## src/common/ebus_pkg.sv

```systemverilog
// Constants and types shared by the external bus sequencer files
package ebus_pkg;
    // Bus geometry
    localparam int CS_COUNT   = 8;
    localparam int CS_IDX_W   = 3;
    localparam int ADDR_W     = 26;
    localparam int ADDR_LO_W  = 16;
    localparam int DATA_W     = 32;
    localparam int WS_W       = 16;
    localparam int DC_W       = 4;
    localparam int TSIZE_W    = 2;
    localparam int DIV_W      = 3;
    localparam int CNT_W      = WS_W + 1;

    // Timing: core clock is the internal peripheral clock
    localparam int CORE_CLK_PERIOD_NS = 100;
    localparam int PCI_FAST_PERIOD_NS = 200;
    localparam int PCI_SLOW_PERIOD_NS = 400;
    localparam int PCI_MAX_MHZ        = 66;
    localparam logic [DIV_W-1:0] PCI_FAST_DIV = DIV_W'(
        (PCI_FAST_PERIOD_NS + CORE_CLK_PERIOD_NS - 1) / CORE_CLK_PERIOD_NS);
    localparam logic [DIV_W-1:0] PCI_SLOW_DIV = DIV_W'(
        (PCI_SLOW_PERIOD_NS + CORE_CLK_PERIOD_NS - 1) / CORE_CLK_PERIOD_NS);

    // Reset values of the pins
    localparam logic [CS_COUNT-1:0] CS_N_RESET   = 8'hff;
    localparam logic [ADDR_W-1:0]   ADDR_RESET   = 26'h000_0000;
    localparam logic [DATA_W-1:0]   DATA_RESET   = 32'h0000_0000;
    localparam logic [TSIZE_W-1:0]  TSIZE_RESET  = 2'h0;

    // Bus modes of the non-multiplexed single access
    typedef enum logic [1:0] {
        MODE_LEGACY,
        MODE_WIDE_FLASH,
        MODE_GRAPHICS
    } bus_mode_t;

    // Modes that use the shared upper address pins and the start strobe
    function automatic logic is_wide(input logic [1:0] mode);
        is_wide = (mode == MODE_WIDE_FLASH) || (mode == MODE_GRAPHICS);
    endfunction : is_wide
endpackage : ebus_pkg

```

## src/rtl/ebus_seq.sv

```systemverilog
// Non-multiplexed external bus cycle sequencer
module ebus_seq
    import ebus_pkg::*;
(
    // Clock and reset
    input  wire logic                core_clk_i,
    input  wire logic                rst_i,
    // Configuration
    input  wire logic                pci_fast_i,
    input  wire logic [1:0]          mode_i,
    input  wire logic [WS_W-1:0]     wait_state_count_i,
    input  wire logic [DC_W-1:0]     dead_cycle_count_i,
    // Request
    input  wire logic                req_i,
    input  wire logic [CS_IDX_W-1:0] req_cs_i,
    input  wire logic                req_read_i,
    input  wire logic [ADDR_W-1:0]   req_addr_i,
    input  wire logic [DATA_W-1:0]   req_wdata_i,
    input  wire logic [TSIZE_W-1:0]  req_size_i,
    // Answer
    output logic                     accept_o,
    output logic                     done_o,
    output logic                     busy_o,
    output logic                     acked_o,
    output logic [DATA_W-1:0]        rdata_o,
    // Bus pins
    output logic                     pci_clk_o,
    output logic [CS_COUNT-1:0]      cs_n_o,
    output logic [ADDR_W-1:0]        addr_o,
    output logic                     addr_hi_oe_o,
    output logic                     rw_o,
    output logic                     oe_n_o,
    output logic [DATA_W-1:0]        data_o,
    output logic                     data_oe_o,
    input  wire logic [DATA_W-1:0]   data_i,
    input  wire logic                ack_n_i,
    output logic                     transfer_start_strobe_n_o,
    output logic [TSIZE_W-1:0]       transfer_size_field_o
);
    typedef enum logic [2:0] {
        ST_IDLE,
        ST_LEAD,
        ST_STROBE,
        ST_TRAIL,
        ST_DEAD
    } seq_state_t;

    seq_state_t           state;
    logic [CNT_W-1:0]     cnt;
    logic                 addr_pend;
    logic [CS_IDX_W-1:0]  cs_idx;
    logic [ADDR_W-1:0]    addr_q;
    logic [1:0]           mode_q;
    logic [WS_W-1:0]      wait_state_count;
    logic [DC_W-1:0]      dead_cycle_count;
    logic [TSIZE_W-1:0]   size_q;
    logic                 pci_tick;
    logic                 take_req;
    logic                 strobe_end;
    logic                 ack_end;
    logic                 cs_idle;

    pci_clk_gen u_pci_clk_gen (
        .core_clk_i (core_clk_i),
        .rst_i      (rst_i),
        .pci_fast_i (pci_fast_i),
        .pci_clk_o  (pci_clk_o),
        .pci_tick_o (pci_tick)
    );

    assign cs_idle  = &cs_n_o;
    assign take_req = (state == ST_IDLE) && pci_tick && req_i;
    // Acknowledge is only looked at once the strobe has run a full period
    assign ack_end    = !ack_n_i;
    assign strobe_end = (state == ST_STROBE) && pci_tick &&
        ((cnt == {1'b0, wait_state_count} + 17'h0_0001) || ack_end);

    // Sequencing; every step waits for a bus clock edge except the trail
    always_ff @(posedge core_clk_i or posedge rst_i) begin
        if (rst_i) begin
            state <= ST_IDLE;
            cnt   <= '0;
        end else begin
            case (state)
                ST_IDLE: begin
                    if (take_req) begin
                        state <= ST_LEAD;
                    end
                end
                ST_LEAD: begin
                    if (pci_tick) begin
                        state <= ST_STROBE;
                        cnt   <= '0;
                    end
                end
                ST_STROBE: begin
                    if (strobe_end) begin
                        state <= ST_TRAIL;
                    end else if (pci_tick) begin
                        cnt <= cnt + 17'h0_0001;
                    end
                end
                ST_TRAIL: begin
                    cnt   <= '0;
                    state <= (dead_cycle_count == '0) ? ST_IDLE : ST_DEAD;
                end
                ST_DEAD: begin
                    if (pci_tick) begin
                        if (cnt[DC_W-1:0] == dead_cycle_count - 4'h1) begin
                            state <= ST_IDLE;
                        end else begin
                            cnt <= cnt + 17'h0_0001;
                        end
                    end
                end
                default: begin
                    state <= ST_IDLE;
                end
            endcase
        end
    end

    // Access parameters are frozen for the whole cycle
    always_ff @(posedge core_clk_i or posedge rst_i) begin
        if (rst_i) begin
            cs_idx           <= '0;
            addr_q           <= ADDR_RESET;
            mode_q           <= MODE_LEGACY;
            wait_state_count <= '0;
            dead_cycle_count <= '0;
            size_q           <= TSIZE_RESET;
        end else if (take_req) begin
            cs_idx           <= req_cs_i;
            addr_q           <= req_addr_i;
            mode_q           <= mode_i;
            wait_state_count <= wait_state_count_i;
            dead_cycle_count <= dead_cycle_count_i;
            size_q           <= (mode_i == MODE_GRAPHICS) ? req_size_i
                                                          : TSIZE_RESET;
        end
    end

    // Direction, write data and start strobe open the lead period
    always_ff @(posedge core_clk_i or posedge rst_i) begin
        if (rst_i) begin
            rw_o                      <= 1'b1;
            data_o                    <= DATA_RESET;
            data_oe_o                 <= 1'b0;
            transfer_start_strobe_n_o <= 1'b1;
        end else if (take_req) begin
            rw_o                      <= req_read_i;
            data_o                    <= req_wdata_i;
            data_oe_o                 <= !req_read_i;
            transfer_start_strobe_n_o <= !is_wide(mode_i);
        end else if (state == ST_LEAD && pci_tick) begin
            transfer_start_strobe_n_o <= 1'b1;
        end else if (state == ST_TRAIL) begin
            data_oe_o <= 1'b0;
        end
    end

    // Address lands one core clock after the direction, so it leads chip
    // select by less than a bus clock but at least one core clock
    always_ff @(posedge core_clk_i or posedge rst_i) begin
        if (rst_i) begin
            addr_pend             <= 1'b0;
            addr_o                <= ADDR_RESET;
            addr_hi_oe_o          <= 1'b0;
            transfer_size_field_o <= TSIZE_RESET;
        end else if (take_req) begin
            addr_pend <= 1'b1;
        end else if (state == ST_LEAD && addr_pend) begin
            addr_pend             <= 1'b0;
            addr_o                <= addr_q;
            addr_hi_oe_o          <= is_wide(mode_q);
            transfer_size_field_o <= size_q;
        end else if (strobe_end && is_wide(mode_q)) begin
            addr_hi_oe_o <= 1'b0;
        end else if (state == ST_TRAIL) begin
            addr_hi_oe_o          <= 1'b0;
            transfer_size_field_o <= TSIZE_RESET;
        end
    end

    // Chip select and output enable move together on bus clock edges
    always_ff @(posedge core_clk_i or posedge rst_i) begin
        if (rst_i) begin
            cs_n_o  <= CS_N_RESET;
            oe_n_o  <= 1'b1;
            rdata_o <= DATA_RESET;
            acked_o <= 1'b0;
        end else if (state == ST_LEAD && pci_tick) begin
            cs_n_o         <= CS_N_RESET;
            cs_n_o[cs_idx] <= 1'b0;
            oe_n_o         <= !rw_o;
        end else if (strobe_end) begin
            cs_n_o  <= CS_N_RESET;
            oe_n_o  <= 1'b1;
            rdata_o <= rw_o ? data_i : rdata_o;
            acked_o <= ack_end;
        end
    end

    // Handshake toward the requester
    always_ff @(posedge core_clk_i or posedge rst_i) begin
        if (rst_i) begin
            accept_o <= 1'b0;
            done_o   <= 1'b0;
            busy_o   <= 1'b0;
        end else begin
            accept_o <= take_req;
            done_o   <= (state == ST_TRAIL && dead_cycle_count == '0) ||
                        (state == ST_DEAD && pci_tick &&
                         cnt[DC_W-1:0] == dead_cycle_count - 4'h1);
            if (take_req) begin
                busy_o <= 1'b1;
            end else if (done_o) begin
                busy_o <= 1'b0;
            end
        end
    end

    // Checking helpers and properties
    logic [CNT_W-1:0] strobe_ticks;

    always_ff @(posedge core_clk_i or posedge rst_i) begin
        if (rst_i) begin
            strobe_ticks <= '0;
        end else if (cs_idle) begin
            strobe_ticks <= '0;
        end else if (pci_tick) begin
            strobe_ticks <= strobe_ticks + 17'h0_0001;
        end
    end
endmodule : ebus_seq

```

## src/rtl/pci_clk_gen.sv

```systemverilog
// Divider that sources the bus reference clock from the core clock
module pci_clk_gen
    import ebus_pkg::*;
(
    // Clock and reset
    input  wire logic core_clk_i,
    input  wire logic rst_i,
    // Rate select: 1 for the fast rate
    input  wire logic pci_fast_i,
    // Generated clock and its rising-edge marker
    output logic      pci_clk_o,
    output logic      pci_tick_o
);
    logic [DIV_W-1:0] div_cnt;
    logic [DIV_W-1:0] div_sel;

    // Rate change only at a period boundary so no short pulse goes out
    always_ff @(posedge core_clk_i or posedge rst_i) begin
        if (rst_i) begin
            div_cnt    <= '0;
            div_sel    <= PCI_SLOW_DIV;
            pci_clk_o  <= 1'b0;
            pci_tick_o <= 1'b0;
        end else if (div_cnt == div_sel - 3'h1) begin
            div_cnt    <= '0;
            div_sel    <= pci_fast_i ? PCI_FAST_DIV : PCI_SLOW_DIV;
            pci_clk_o  <= 1'b1;
            pci_tick_o <= 1'b1;
        end else begin
            div_cnt    <= div_cnt + 3'h1;
            pci_tick_o <= 1'b0;
            if (div_cnt == (div_sel >> 1) - 3'h1) begin
                pci_clk_o <= 1'b0;
            end
        end
    end
endmodule : pci_clk_gen

```

## config.mk

```make
export PLATFORM = sky130hd
export DESIGN_NAME = ebus_seq
export DESIGN_NICKNAME = d
export VERILOG_FILES = /design/src/common/ebus_pkg.sv /design/src/rtl/ebus_seq.sv /design/src/rtl/pci_clk_gen.sv
export SDC_FILE = /design/constraint.sdc
export NUM_CORES = 1
export LEC_CHECK = 0
export ABC_AREA = 1
export CORE_MARGIN = 2
export CORE_UTILIZATION = 41
export CTS_BUF_LIST = sky130_fd_sc_hd__clkbuf_8 sky130_fd_sc_hd__clkbuf_16
export DETAILED_ROUTE_END_ITERATION = 8
export DONT_BUFFER_PORTS = 1
export REMOVE_ABC_BUFFERS = 1
export SETUP_SLACK_MARGIN = 0.05
export SLEW_MARGIN = 30
export SYNTH_ARGS = -nofsm -noshare
export SYNTH_HDL_FRONTEND = slang
export SYNTH_SLANG_ARGS = --single-unit
```

## constraint.sdc

```tcl
create_clock -name core_clk_i -period 7.4 [get_ports core_clk_i]
set_input_delay 0 -clock core_clk_i [delete_from_list [all_inputs] [get_ports core_clk_i]]
set_output_delay 0 -clock core_clk_i [all_outputs]
set_load 0.005 [all_outputs]
```

==> flow_results.xml, run 1 <==
<?xml version="1.0" encoding="UTF-8"?>
<metrics>
  <group name="status">
    <metric name="outcome" unit="">finished, final reports clean</metric>
  </group>
  <group name="layout">
    <metric name="num-nets-final" unit="">1279</metric>
    <metric name="post_route_cells_drive_above_1_share" unit="%">10.9</metric>
    <metric name="fin_cells" unit="">1438</metric>
    <metric name="flow.area_growth_from_synthesis" unit="%">23.0</metric>
    <metric name="most-common-layout-cells" unit="">nand2_1 (331), dfrtp_1 (178), inv_1 (127)</metric>
    <metric name="layout.core_utilization" unit="%">51.6</metric>
    <metric name="leading_cell_type_in_the_layout_fill_and_taps_excluded" unit="">nand2_1</metric>
    <metric name="final_area" unit="sq um">10900</metric>
  </group>
  <group name="floorplan">
    <metric name="die_width" unit="um">151</metric>
    <metric name="core_area" unit="sq um">21100</metric>
    <metric name="io_pins" unit="">233</metric>
    <metric name="die_y" unit="um">151</metric>
    <metric name="floorplan.die_area" unit="sq um">22800</metric>
    <metric name="initial_core_util" unit="%">41.9</metric>
    <metric name="rows" unit="">53</metric>
  </group>
  <group name="logic_synthesis">
    <metric name="ys_types" unit="">39</metric>
    <metric name="yosysSeqAreaShare" unit="%">53.9</metric>
    <metric name="post_synth.cell_area_avg" unit="sq um">8.49</metric>
    <metric name="postSynthCellCount" unit="">1042</metric>
    <metric name="synth.ff_latch_count" unit="">190</metric>
    <metric name="yosysWarningCount" unit="">0</metric>
    <metric name="netlist_top_cells_area" unit="">dfrtp_1 (50%), nand2_1 (14%), inv_1 (5.4%)</metric>
    <metric name="synth_largest_area_cell" unit="">dfrtp_1</metric>
    <metric name="synthesis.area" unit="sq um">8840</metric>
    <metric name="yosys.area.top_type_share" unit="%">50.4</metric>
  </group>
  <group name="routing">
    <metric name="number_of_routed_nets_with_antenna_violations" unit="">0</metric>
    <metric name="vias" unit="">6884</metric>
    <metric name="dr.first_iter.drc_count" unit="">350</metric>
    <metric name="detail_route.drc_violations" unit="">0</metric>
    <metric name="detail_route.vias_per_cell" unit="">4.79</metric>
    <metric name="drt_pre_antenna_iters" unit="">5</metric>
    <metric name="routed_wirelength" unit="mm">20.4</metric>
    <metric name="avgRoutedWirePerCell" unit="um">14.2</metric>
  </group>
  <group name="global_route">
    <metric name="global_route.overflow_total" unit="">0</metric>
    <metric name="vias_in_the_first_global_route" unit="">6934</metric>
    <metric name="maximum_number_of_pins_on_one_net_before_global_route_repair" unit="">131</metric>
    <metric name="global_route_wire_length_before_repair" unit="mm">34.1</metric>
    <metric name="groute.usage.overall" unit="%">18.7</metric>
    <metric name="antenna_violations_before_repair" unit="">1</metric>
  </group>
  <group name="placed_design">
    <metric name="dp_cells" unit="">1281</metric>
    <metric name="place_hpwl" unit="mm">13.2</metric>
    <metric name="placed_cell_area" unit="sq um">9010</metric>
    <metric name="finalWeightedCongestion" unit="">0.841</metric>
    <metric name="port_buffers" unit="">0</metric>
  </group>
  <group name="clock_network">
    <metric name="cts_resized" unit="">0</metric>
    <metric name="root_buffer" unit="">clkbuf_16</metric>
    <metric name="clkSinkCount" unit="">190</metric>
    <metric name="tritoncts" unit="">yes</metric>
    <metric name="worstSkewPairLatency" unit="ns">0.43</metric>
    <metric name="cts-root-to-sink-buffers" unit="">2</metric>
    <metric name="clkTransAtPathRegs" unit="ns">0.08</metric>
    <metric name="htree_num_levels" unit="">4</metric>
    <metric name="cts_made_buffers" unit="">17</metric>
  </group>
  <group name="sta">
    <metric name="setup_viol" unit="">0</metric>
    <metric name="finalMaxSlewViolations" unit="">0</metric>
    <metric name="fin_worst_skew" unit="ns">0.0193</metric>
    <metric name="max-slew-margin-rel" unit="%">45.6</metric>
    <metric name="tightestPinTransition" unit="ns">0.817</metric>
    <metric name="finalHoldViolCount" unit="">0</metric>
    <metric name="post-route-period-util" unit="%">38.0</metric>
    <metric name="setup-tns-final" unit="ns">0</metric>
    <metric name="fmax" unit="MHz">356</metric>
    <metric name="finalWorstPathRequiredPeriod" unit="ns">2.81</metric>
    <metric name="rsz0062_at_grt" unit="">no</metric>
    <metric name="holdWs" unit="ns">0.0234</metric>
  </group>
  <group name="setup_path">
    <metric name="crit_fanout" unit="">92</metric>
    <metric name="endpoint_kind" unit="">register</metric>
    <metric name="startpoint_type" unit="">register</metric>
    <metric name="worstPathRequired" unit="ns">7.74</metric>
    <metric name="cp.arrival" unit="ns">3.16</metric>
    <metric name="setup.worst_path.class" unit="">register to register</metric>
    <metric name="reg2reg_setup_slack" unit="ns">4.59</metric>
  </group>
  <group name="hold_path">
    <metric name="hold_class" unit="">input pin to register</metric>
  </group>
  <group name="pwr">
    <metric name="cellLeakagePower" unit="nW">5.44</metric>
    <metric name="powerDensity" unit="nW/um^2">308</metric>
    <metric name="vdd_drop_max" unit="mV">0.168</metric>
  </group>
  <group name="flow_run">
    <metric name="max_cap_violations" unit="">0</metric>
  </group>
</metrics>
cell families (layout without fill, tap and decap cells):
| family | Yosys count | in the layout | synth area share, % |
|---|---|---|---|
| buffers and inverters | 169 | 289 | 7.92 |
| adder cells (fa/ha/maj) | 7 | 7 | 0.990 |
| AND/OR/NAND/NOR | 521 | 521 | 25.7 |
| AO/OA/AOI/OAI | 130 | 130 | 8.97 |
| other | 0 | 1 | 0 |
| flip-flops | 190 | 190 | 53.9 |
| XOR/XNOR | 25 | 25 | 2.48 |
cell usage after synthesis, drive strengths merged:
cell type / instances
nand3b: 1
nor3b: 2
o21bai: 1
xor2: 16
o21a: 2
a41oi: 1
or2: 2
o211ai: 1
inv: 128
o31ai: 1
dfstp: 12
o21ai: 115
nor4: 10
xnor2: 9
nor3: 8
a221o: 1
clkinv: 1
nor2: 76
o22ai: 1
buf: 14
a21oi: 7
nand2: 366
dfrtp: 178
nand4: 24
clkbuf: 26
nand3: 32
ha: 7
through the flow:
step | setup slack, ns | power, W
floorplan | 2.25 | 0.00220
global placement | 4.52 | 0.00237
detailed placement | 4.45 | 0.00240
CTS | 4.45 | 0.00340
global route | 4.25 | 0.00364
finish | 4.59 | 0.00335
flip-flops by register name, indices dropped and copies added (netlist names), 2 cells and up:
name,flops
dead_cycle_count,4
u_pci_clk_gen.div_sel,2
cs_n_o,8
rdata_o,32
addr_q,26
cs_idx,3
size_q,2
addr_o,26
cnt,17
data_o,32
transfer_size_field_o,2
wait_state_count,16
mode_q,2
u_pci_clk_gen.div_cnt,3
state,3
final timing paths:
path | startpoint | to | depth (start not counted)
worst max-delay path | state[2]$_DFFE_PP0P_ | size_q[0]$_DFFE_PP0P_ | 7
worst min-delay path | ack_n_i | acked_o$_DFFE_PP0P_ | 3
worst max register to register | state[2]$_DFFE_PP0P_ | size_q[0]$_DFFE_PP0P_ | 7
worst min register to register | size_q[1]$_DFFE_PP0P_ | size_q[1]$_DFFE_PP0P_ | 2
max in group asynchronous | rst_i | addr_q[5]$_DFFE_PP0P_ | 3
min in group asynchronous | rst_i | data_o[29]$_DFFE_PP0P_ | 2
metal layers:
metal | up-vias | share of wire [%] | global-route usage [%]
li1 | 3468 | - | -
met1 | 3230 | 45 | 24.6
met2 | 176 | 48 | 30.6
met3 | 10 | 6.5 | 5.12
met4 | 0 | 0.92 | 5.19
met5 | - | 0 | 0
critical path: stages, from the launching register on:
cell	delay (ns)
dfrtp_1	0.41
nor2_1	0.19
nand4_1	0.19
inv_4	0.36
buf_4	0.71
nand3_1	0.15
dlygate4sd3_1	0.61
o21ai_0	0.07
area by class of cell:
| cell class | instances | area [sq um] |
|---|---|---|
| tap | 275 | 344 |
| inverter | 129 | 499 |
| fill | 1957 | 10200 |
| antenna | 1 | 2.50 |
| timing repair buffer | 128 | 1280 |
| sequential | 190 | 4770 |
| clock buffer | 17 | 425 |
| multi-input combinational | 683 | 3370 |
| clock inverter | 15 | 181 |
report_power, final:
group          total, W  internal, W  switching [W]  leakage [nW]
Sequential      0.00168      0.00139       0.000287          2.27
Combinational  0.000754     0.000327       0.000426          2.87
Clock          0.000924     0.000463       0.000461         0.297
Total           0.00335      0.00218        0.00117          5.44
what timing repair did:
item                                   CTS  global route
setup endpoints to repair                0             0
hold buffers                           123             0
endpoints found under the hold margin  242             0
setup buffers                            0             0
(Power assumes the default switching activity.)
==> inputs of run 2 (changes only) <==
clock period = 2.5 ns   (was 7.4 ns; I/O delays follow)
==> run 2 against run 1 <==
- register-to-register slack lost 4.4 ns
- final cell count rose by 1.5%
- hold slack improved by 0.14 ns
- die area stayed put
- design area is 3.6% higher
- clock skew is 0.0044 ns lower
- critical path depth rose by 8
- combinational power grew to 3.1 times the previous value
- sequential cell count unchanged
- largest power group unchanged
==> flow_results.xml, run 2 (synthesized netlist as in run 1, its figures left out) <==
<?xml version="1.0" encoding="UTF-8"?>
<metrics>
  <group name="layout">
    <metric name="num-nets-final" unit="">1301</metric>
    <metric name="layout.core_utilization" unit="%">53.4</metric>
    <metric name="regs_by_ff_count" unit="">data_o (32), rdata_o (32)</metric>
    <metric name="most-common-layout-cells" unit="">nand2_1 (319), dfrtp_1 (177), inv_1 (125)</metric>
    <metric name="final_area" unit="sq um">11300</metric>
    <metric name="antenna_cells_inserted" unit="">0</metric>
    <metric name="leading_cell_type_in_the_layout_fill_and_taps_excluded" unit="">nand2_1</metric>
    <metric name="flow.area_growth_from_synthesis" unit="%">27.4</metric>
    <metric name="n_fill_cell" unit="">1953</metric>
    <metric name="multi_input_comb_area" unit="sq um">3510</metric>
    <metric name="fin_cells" unit="">1459</metric>
    <metric name="post_route_cells_drive_above_1_share" unit="%">13.9</metric>
    <metric name="ff_latch_area" unit="sq um">4770</metric>
  </group>
  <group name="global_route">
    <metric name="global_route_wire_length_before_repair" unit="mm">34.0</metric>
    <metric name="groute.usage.overall" unit="%">18.7</metric>
    <metric name="antenna_violations_before_repair" unit="">0</metric>
    <metric name="met3_usage" unit="%">5.54</metric>
    <metric name="global_route.peak_usage_layer" unit="">met2</metric>
    <metric name="vias_in_the_first_global_route" unit="">7013</metric>
    <metric name="groute.layer.met1.usage" unit="%">24.5</metric>
    <metric name="grt_util_met2" unit="%">30.7</metric>
    <metric name="global_route.overflow_total" unit="">0</metric>
    <metric name="maximum_number_of_pins_on_one_net_before_global_route_repair" unit="">92</metric>
  </group>
  <group name="routing">
    <metric name="number_of_routed_nets_with_antenna_violations" unit="">0</metric>
    <metric name="drt_pre_antenna_iters" unit="">4</metric>
    <metric name="detail_route.drc_violations" unit="">0</metric>
    <metric name="dr.first_iter.drc_count" unit="">388</metric>
    <metric name="vias" unit="">6975</metric>
    <metric name="detail_route.vias_per_cell" unit="">4.78</metric>
    <metric name="routed_wirelength" unit="mm">21.3</metric>
    <metric name="avgRoutedWirePerCell" unit="um">14.6</metric>
  </group>
  <group name="floorplan">
    <metric name="die_width" unit="um">151</metric>
    <metric name="io_pins" unit="">233</metric>
    <metric name="initial_core_util" unit="%">41.9</metric>
    <metric name="die_y" unit="um">151</metric>
    <metric name="core_area" unit="sq um">21100</metric>
    <metric name="rows" unit="">53</metric>
    <metric name="floorplan.die_area" unit="sq um">22800</metric>
  </group>
  <group name="clock_network">
    <metric name="htree_num_levels" unit="">4</metric>
    <metric name="root_buffer" unit="">clkbuf_16</metric>
    <metric name="cts-root-to-sink-buffers" unit="">2</metric>
    <metric name="worstSkewPairLatency" unit="ns">0.43</metric>
    <metric name="clkTransAtPathRegs" unit="ns">0.08</metric>
    <metric name="cts_made_buffers" unit="">17</metric>
    <metric name="tritoncts" unit="">yes</metric>
    <metric name="clkSinkCount" unit="">190</metric>
  </group>
  <group name="setup_path">
    <metric name="startpoint_type" unit="">register</metric>
    <metric name="setup.worst_path.class" unit="">register to register</metric>
    <metric name="critPathBufInv" unit="">1</metric>
    <metric name="endpoint_kind" unit="">register</metric>
    <metric name="slowest_stage" unit="">dfrtp_1</metric>
    <metric name="cp_common_cell" unit="">nand2_1</metric>
    <metric name="cp.arrival" unit="ns">2.64</metric>
    <metric name="crit_fanout" unit="">8</metric>
    <metric name="critical_path.max_stage_delay" unit="ns">0.41</metric>
    <metric name="critical_path.top_delay_family" unit="">simple AND/OR/NAND/NOR gates</metric>
    <metric name="worstPathRequired" unit="ns">2.83</metric>
    <metric name="crit_chain" unit="">ha_4 &gt; nand2_1 &gt; nor2_4 &gt; nand3_1 &gt; nand3_1 &gt; nand2_1 &gt; nor2_1 &gt; nand2_1 &gt; nor2_1 &gt; nand2_2 &gt; nand2_4 &gt; nand3_4 &gt; clkbuf_16 &gt; nand2_1 &gt; o21ai_2</metric>
  </group>
  <group name="placed_design">
    <metric name="placed_cell_area" unit="sq um">9120</metric>
    <metric name="port_buffers" unit="">0</metric>
    <metric name="dp_cells" unit="">1291</metric>
    <metric name="place_hpwl" unit="mm">13.7</metric>
    <metric name="finalWeightedCongestion" unit="">0.860</metric>
  </group>
  <group name="pwr">
    <metric name="powerDensity" unit="nW/um^2">891</metric>
    <metric name="cellLeakagePower" unit="nW">5.58</metric>
    <metric name="vdd_drop_max" unit="mV">0.457</metric>
  </group>
  <group name="sta">
    <metric name="setup_viol" unit="">0</metric>
    <metric name="tightestPinTransition" unit="ns">0.623</metric>
    <metric name="fmax" unit="MHz">433</metric>
    <metric name="finalHoldViolCount" unit="">0</metric>
    <metric name="finalMaxSlewViolations" unit="">0</metric>
    <metric name="post-route-period-util" unit="%">92.4</metric>
    <metric name="max-slew-margin-rel" unit="%">58.5</metric>
    <metric name="holdWs" unit="ns">0.159</metric>
    <metric name="setup-tns-final" unit="ns">0</metric>
    <metric name="rsz0062_at_grt" unit="">yes</metric>
    <metric name="fin_worst_skew" unit="ns">0.0149</metric>
    <metric name="finalWorstPathRequiredPeriod" unit="ns">2.31</metric>
  </group>
  <group name="hold_path">
    <metric name="hold_class" unit="">input pin to async pin</metric>
  </group>
  <group name="flow_run">
    <metric name="max_cap_violations" unit="">0</metric>
  </group>
  <group name="status">
    <metric name="outcome" unit="">finished, final reports clean</metric>
  </group>
</metrics>
==> run 2: changes by cell type in the layout (fill, tap and decap cells not counted), moves of 3 or more <==
cell	before	now
nand2_4	2	12
buf_6	0	3
clkbuf_16	17	20
buf_4	4	16
nand2_1	331	319
inv_12	3	0
==> run 2: path summary, 6_finish.rpt <==
kind	startpoint	end	slack, ns	cells past startpoint
setup / recovery	wait_state_count[0]$_DFFE_PP0P_	rdata_o[12]$_DFFE_PP0P_	0.19	15
hold / removal	rst_i	data_o[0]$_DFFE_PP0P_	0.16	2
setup reg to reg	wait_state_count[0]$_DFFE_PP0P_	rdata_o[12]$_DFFE_PP0P_	0.19	15
hold reg to reg	addr_q[25]$_DFFE_PP0P_	addr_o[25]$_DFFE_PP0P_	0.48	2
max in group asynchronous	rst_i	wait_state_count[5]$_DFFE_PP0P_	1.45	3
min in group core_clk_i	req_wdata_i[2]	data_o[2]$_DFFE_PP0P_	0.21	3
==> run 2: final cells by class <==
| class | count | share of cell area (%) |
|---|---|---|
| Timing Repair Buffer | 149 | 13.7 |
| Sequential cell | 190 | 42.4 |
| Clock buffer | 17 | 3.78 |
| Multi-Input combinational cell | 684 | 31.2 |
| Clock inverter | 15 | 1.56 |
| Inverter | 129 | 4.42 |
| Tap cell | 275 | 3.06 |
==> run 2: where the power goes <==
group | switching, W | leakage (nW) | internal, W
Clock | 0.00134 | 0.290 | 0.00135
Combinational | 0.00130 | 3.01 | 0.00105
Sequential | 0.000876 | 2.27 | 0.00412
==> run 2: through the flow <==
step / worst slack (ns) / total power, W
2_1_floorplan: -2.65 / 0.00650
5_1_grt: 0.0116 / 0.0108
4_1_cts: 0.166 / 0.0100
6_report: 0.190 / 0.0100
3_3_place_gp: 0.234 / 0.00704
3_5_place_dp: 0.183 / 0.00712
==> run 2: routing by layer <==
layer / vias up / share of wire [%]
li1: 3518 / -
met1: 3260 / 45
met2: 184 / 47
met3: 13 / 6.4
met4: 0 / 0.88
met5: - / 0
==> run 2: worst reg2reg max path, cell delays in order, from the launching register on <==
cell	delay, ns
dfrtp_1	0.41
ha_4	0.16
nand2_1	0.11
nor2_4	0.18
nand3_1	0.12
nand3_1	0.10
nand2_1	0.05
nor2_1	0.09
nand2_1	0.05
nor2_1	0.14
nand2_2	0.10
nand2_4	0.12
nand3_4	0.19
clkbuf_16	0.26
nand2_1	0.08
o21ai_2	0.05
==> run 2: what timing repair did <==
item / 4_1_cts / 5_1_grt
hold buffers: 124 / 0
gates resized for setup: 0 / 33
setup buffers: 0 / 5
endpoints found under the hold margin: 219 / 0
endpoints found under the setup margin: 0 / 58
==> inputs of run 3 (changes only) <==
CTS_CLUSTER_DIAMETER = 120   (was unset)
SYNTH_HIERARCHICAL = 1   (was unset)
==> run 3 against run 2 <==
- design area shrank 1.4%
- count of clock-buffer cells in the layout is the same
- largest cell class unchanged
- register-to-register slack worse by 0.096 ns
- global-route usage increased by 1.8 points
- first-iteration DRC count is 6.2% higher
- clock power is 1% lower
- non-clock buffer count up 5
- die area is 2.1% lower
==> flow_results.xml, run 3 <==
<?xml version="1.0" encoding="UTF-8"?>
<metrics>
  <group name="status">
    <metric name="outcome" unit="">finished, final reports clean</metric>
  </group>
  <group name="sta">
    <metric name="rsz0062_at_grt" unit="">yes</metric>
    <metric name="finalMaxSlewViolations" unit="">0</metric>
    <metric name="setup_viol" unit="">0</metric>
    <metric name="setup-tns-final" unit="ns">0</metric>
    <metric name="fin_worst_skew" unit="ns">0.00930</metric>
    <metric name="finalWorstPathRequiredPeriod" unit="ns">2.41</metric>
    <metric name="post-route-period-util" unit="%">96.3</metric>
    <metric name="finalHoldViolCount" unit="">0</metric>
    <metric name="max-slew-margin-rel" unit="%">37.8</metric>
    <metric name="fmax" unit="MHz">416</metric>
    <metric name="tightestPinTransition" unit="ns">0.927</metric>
  </group>
  <group name="layout">
    <metric name="final_area" unit="sq um">11100</metric>
    <metric name="num-nets-final" unit="">1332</metric>
    <metric name="regs_by_ff_count" unit="">data_o (32), rdata_o (32)</metric>
    <metric name="post_route_cells_drive_above_1_share" unit="%">9.71</metric>
    <metric name="flow.area_growth_from_synthesis" unit="%">28.4</metric>
    <metric name="n_fill_cell" unit="">1974</metric>
    <metric name="leading_cell_type_in_the_layout_fill_and_taps_excluded" unit="">nand2_1</metric>
    <metric name="fin_cells" unit="">1491</metric>
    <metric name="most-common-layout-cells" unit="">nand2_1 (439), dfrtp_1 (176), dlygate4sd3_1 (124)</metric>
    <metric name="layout.core_utilization" unit="%">53.2</metric>
  </group>
  <group name="logic_synthesis">
    <metric name="synth_largest_area_cell" unit="">dfrtp_1</metric>
    <metric name="synth.ff_latch_count" unit="">190</metric>
    <metric name="postSynthCellCount" unit="">1068</metric>
    <metric name="synthMostInstantiatedCell" unit="">nand2_1</metric>
    <metric name="ys_types" unit="">30</metric>
    <metric name="yosysSeqAreaShare" unit="%">55.2</metric>
    <metric name="synth_edf_count" unit="">0</metric>
    <metric name="yosysWarningCount" unit="">6</metric>
    <metric name="yosys.area.top_type_share" unit="%">51.5</metric>
    <metric name="dominantRegCellSynth" unit="">dfrtp_1</metric>
    <metric name="synth.top_cells.by_count" unit="">nand2_1 (449), dfrtp_1 (178), o21ai_0 (106)</metric>
    <metric name="ffs_w_async_s_r_synth" unit="%">100</metric>
    <metric name="post_synth.cell_area_avg" unit="sq um">8.10</metric>
    <metric name="synthesis.area" unit="sq um">8650</metric>
    <metric name="netlist_top_cells_area" unit="">dfrtp_1 (52%), nand2_1 (19%), o21ai_0 (6.1%)</metric>
  </group>
  <group name="placed_design">
    <metric name="port_buffers" unit="">0</metric>
    <metric name="placed_cell_area" unit="sq um">9060</metric>
    <metric name="place_hpwl" unit="mm">15.0</metric>
    <metric name="dp_cells" unit="">1328</metric>
    <metric name="finalWeightedCongestion" unit="">0.877</metric>
  </group>
  <group name="setup_path">
    <metric name="endpoint_kind" unit="">register</metric>
    <metric name="startpoint_type" unit="">register</metric>
    <metric name="crit_chain" unit="">ha_4 &gt; nand2_4 &gt; nor2_4 &gt; nand2_4 &gt; nand2_1 &gt; nand3_1 &gt; nand2_1 &gt; nand3_1 &gt; nor2_1 &gt; nand2_1 &gt; o21bai_4 &gt; nand2_4 &gt; nor2_4 &gt; clkbuf_16 &gt; nand2_1 &gt; nand2_1</metric>
    <metric name="cp.arrival" unit="ns">2.77</metric>
    <metric name="crit_fanout" unit="">16</metric>
    <metric name="setup.worst_path.class" unit="">register to register</metric>
    <metric name="critical_path.max_stage_delay" unit="ns">0.42</metric>
    <metric name="worstPathRequired" unit="ns">2.86</metric>
    <metric name="cp_common_cell" unit="">nand2_1</metric>
    <metric name="slowest_stage" unit="">dfrtp_1</metric>
  </group>
  <group name="routing">
    <metric name="drt_pre_antenna_iters" unit="">7</metric>
    <metric name="detailroute.wirelength.met2" unit="mm">11.4</metric>
    <metric name="detail_route.drc_violations" unit="">0</metric>
    <metric name="detailroute.wirelength.met3" unit="mm">1.31</metric>
    <metric name="avgRoutedWirePerCell" unit="um">15.3</metric>
    <metric name="number_of_routed_nets_with_antenna_violations" unit="">0</metric>
    <metric name="dr.first_iter.drc_count" unit="">412</metric>
    <metric name="vias" unit="">7339</metric>
    <metric name="routed_wirelength" unit="mm">22.7</metric>
    <metric name="routed.top_layer" unit="">met4</metric>
    <metric name="routedLengthMet1" unit="mm">9.64</metric>
    <metric name="detail_route.vias_per_cell" unit="">4.92</metric>
  </group>
  <group name="global_route">
    <metric name="maximum_number_of_pins_on_one_net_before_global_route_repair" unit="">74</metric>
    <metric name="global_route.overflow_total" unit="">0</metric>
    <metric name="groute.usage.overall" unit="%">20.5</metric>
    <metric name="antenna_violations_before_repair" unit="">1</metric>
    <metric name="vias_in_the_first_global_route" unit="">7190</metric>
    <metric name="global_route_wire_length_before_repair" unit="mm">36.1</metric>
  </group>
  <group name="clock_network">
    <metric name="tritoncts" unit="">yes</metric>
    <metric name="cts-root-to-sink-buffers" unit="">2</metric>
    <metric name="clkTransAtPathRegs" unit="ns">0.07</metric>
    <metric name="worstSkewPairLatency" unit="ns">0.43</metric>
    <metric name="root_buffer" unit="">clkbuf_16</metric>
    <metric name="cts_made_buffers" unit="">17</metric>
    <metric name="htree_num_levels" unit="">4</metric>
    <metric name="clkSinkCount" unit="">190</metric>
  </group>
  <group name="floorplan">
    <metric name="initial_core_util" unit="%">41.4</metric>
    <metric name="die_y" unit="um">149</metric>
    <metric name="die_width" unit="um">149</metric>
    <metric name="floorplan.die_area" unit="sq um">22300</metric>
    <metric name="core_area" unit="sq um">20900</metric>
    <metric name="rows" unit="">53</metric>
    <metric name="io_pins" unit="">233</metric>
  </group>
  <group name="pwr">
    <metric name="cellLeakagePower" unit="nW">5.41</metric>
    <metric name="cellInternalPower" unit="W">0.00677</metric>
    <metric name="final_total_pwr" unit="W">0.0108</metric>
    <metric name="power.share.combinational" unit="%">27.7</metric>
    <metric name="powerDensity" unit="nW/um^2">972</metric>
    <metric name="net-switching-power" unit="W">0.00403</metric>
    <metric name="vdd_drop_max" unit="mV">0.481</metric>
    <metric name="p_sw_share" unit="%">37.3</metric>
    <metric name="clock_power_share" unit="%">24.6</metric>
    <metric name="sequentialPowerShare" unit="%">47.7</metric>
  </group>
  <group name="hold_path">
    <metric name="hold_class" unit="">input pin to register</metric>
  </group>
  <group name="flow_run">
    <metric name="max_cap_violations" unit="">0</metric>
  </group>
</metrics>
==> run 3: cells by family (layout without fill, tap and decap cells) <==
kind of cell	after synthesis	after routing	share of synthesized area, %
fa+ha+maj	7	7	1.01
buf+inv	129	276	6.13
simple gates	598	598	28.2
flops	190	190	55.2
other cells	0	1	0
compound gates	124	124	7.45
xor+xnor	20	20	2.03
==> run 3: metrics by stage <==
| step | setup slack (ns) | hold slack, ns |
|---|---|---|
| floorplan | -2.45 | -0.197 |
| CTS | 0.0766 | 0.0800 |
| finish | 0.0935 | 0.0909 |
| global placement | 0.0355 | -0.161 |
| detailed placement | 0.00818 | -0.160 |
| global route | -0.0549 | 0.100 |
==> run 3: repair_timing <==
action | CTS | global route
hold buffers | 124 | 0
hold endpoints to repair | 207 | 0
resized for setup | 2 | 48
endpoints found under the setup margin | 34 | 60
pin swaps | 0 | 5
gates cloned | 0 | 2
buffers inserted | 0 | 4
==> run 3: area by class of cell <==
cell class                      instances  area [sq um]  share of cell area, %
Clock buffer                           17           425                   3.83
Antenna cell                            1          2.50                 0.0225
Clock inverter                         15           155                   1.40
Multi-Input combinational cell        749          3470                   31.2
Sequential cell                       190          4770                   43.0
Timing Repair Buffer                  154          1590                   14.3
Tap cell                              275           344                   3.10
Inverter                               90           347                   3.12
==> run 3: path summary, 6_finish.rpt <==
path                                            startpoint                                   end  slack [ns]  cells past startpoint
min                                                  req_i                 addr_pend$_DFFE_PP0P_        0.09                      3
max in group asynchronous                            rst_i                      rw_o$_DFFE_PP1P_        1.58                      3
min reg2reg                          addr_q[5]$_DFFE_PP0P_                 addr_o[5]$_DFFE_PP0P_        0.47                      2
max                        wait_state_count[0]$_DFFE_PP0P_                rdata_o[9]$_DFFE_PP0P_        0.09                     16
max reg2reg                wait_state_count[0]$_DFFE_PP0P_                rdata_o[9]$_DFFE_PP0P_        0.09                     16
min in group asynchronous                            rst_i  u_pci_clk_gen/div_sel[2]$_DFFE_PP1N_        0.11                      2
==> run 3: power groups by stage <==
stage          sequential [W]  clock [W]  combinational (W)
2_1_floorplan         0.00488          0            0.00207
3_3_place_gp          0.00516          0            0.00264
3_5_place_dp          0.00516          0            0.00272
4_1_cts               0.00512    0.00274            0.00289
5_1_grt               0.00529    0.00288            0.00350
6_report              0.00515    0.00265            0.00299
==> run 3: worst max-delay path, delay by kind of cell, from the launching register on <==
kind / cells / cell delay (ns)
compound gates: 1 / 0.19
fa+ha+maj: 1 / 0.19
buf+inv: 1 / 0.24
flops: 1 / 0.42
simple gates: 13 / 1.30
==> run 3: per-layer routing <==
metal / vias up / GRT usage [%]
li1: 3607 / -
met1: 3503 / 25.8
met2: 203 / 34.7
met3: 26 / 5.50
met4: 0 / 5.95
met5: - / 0
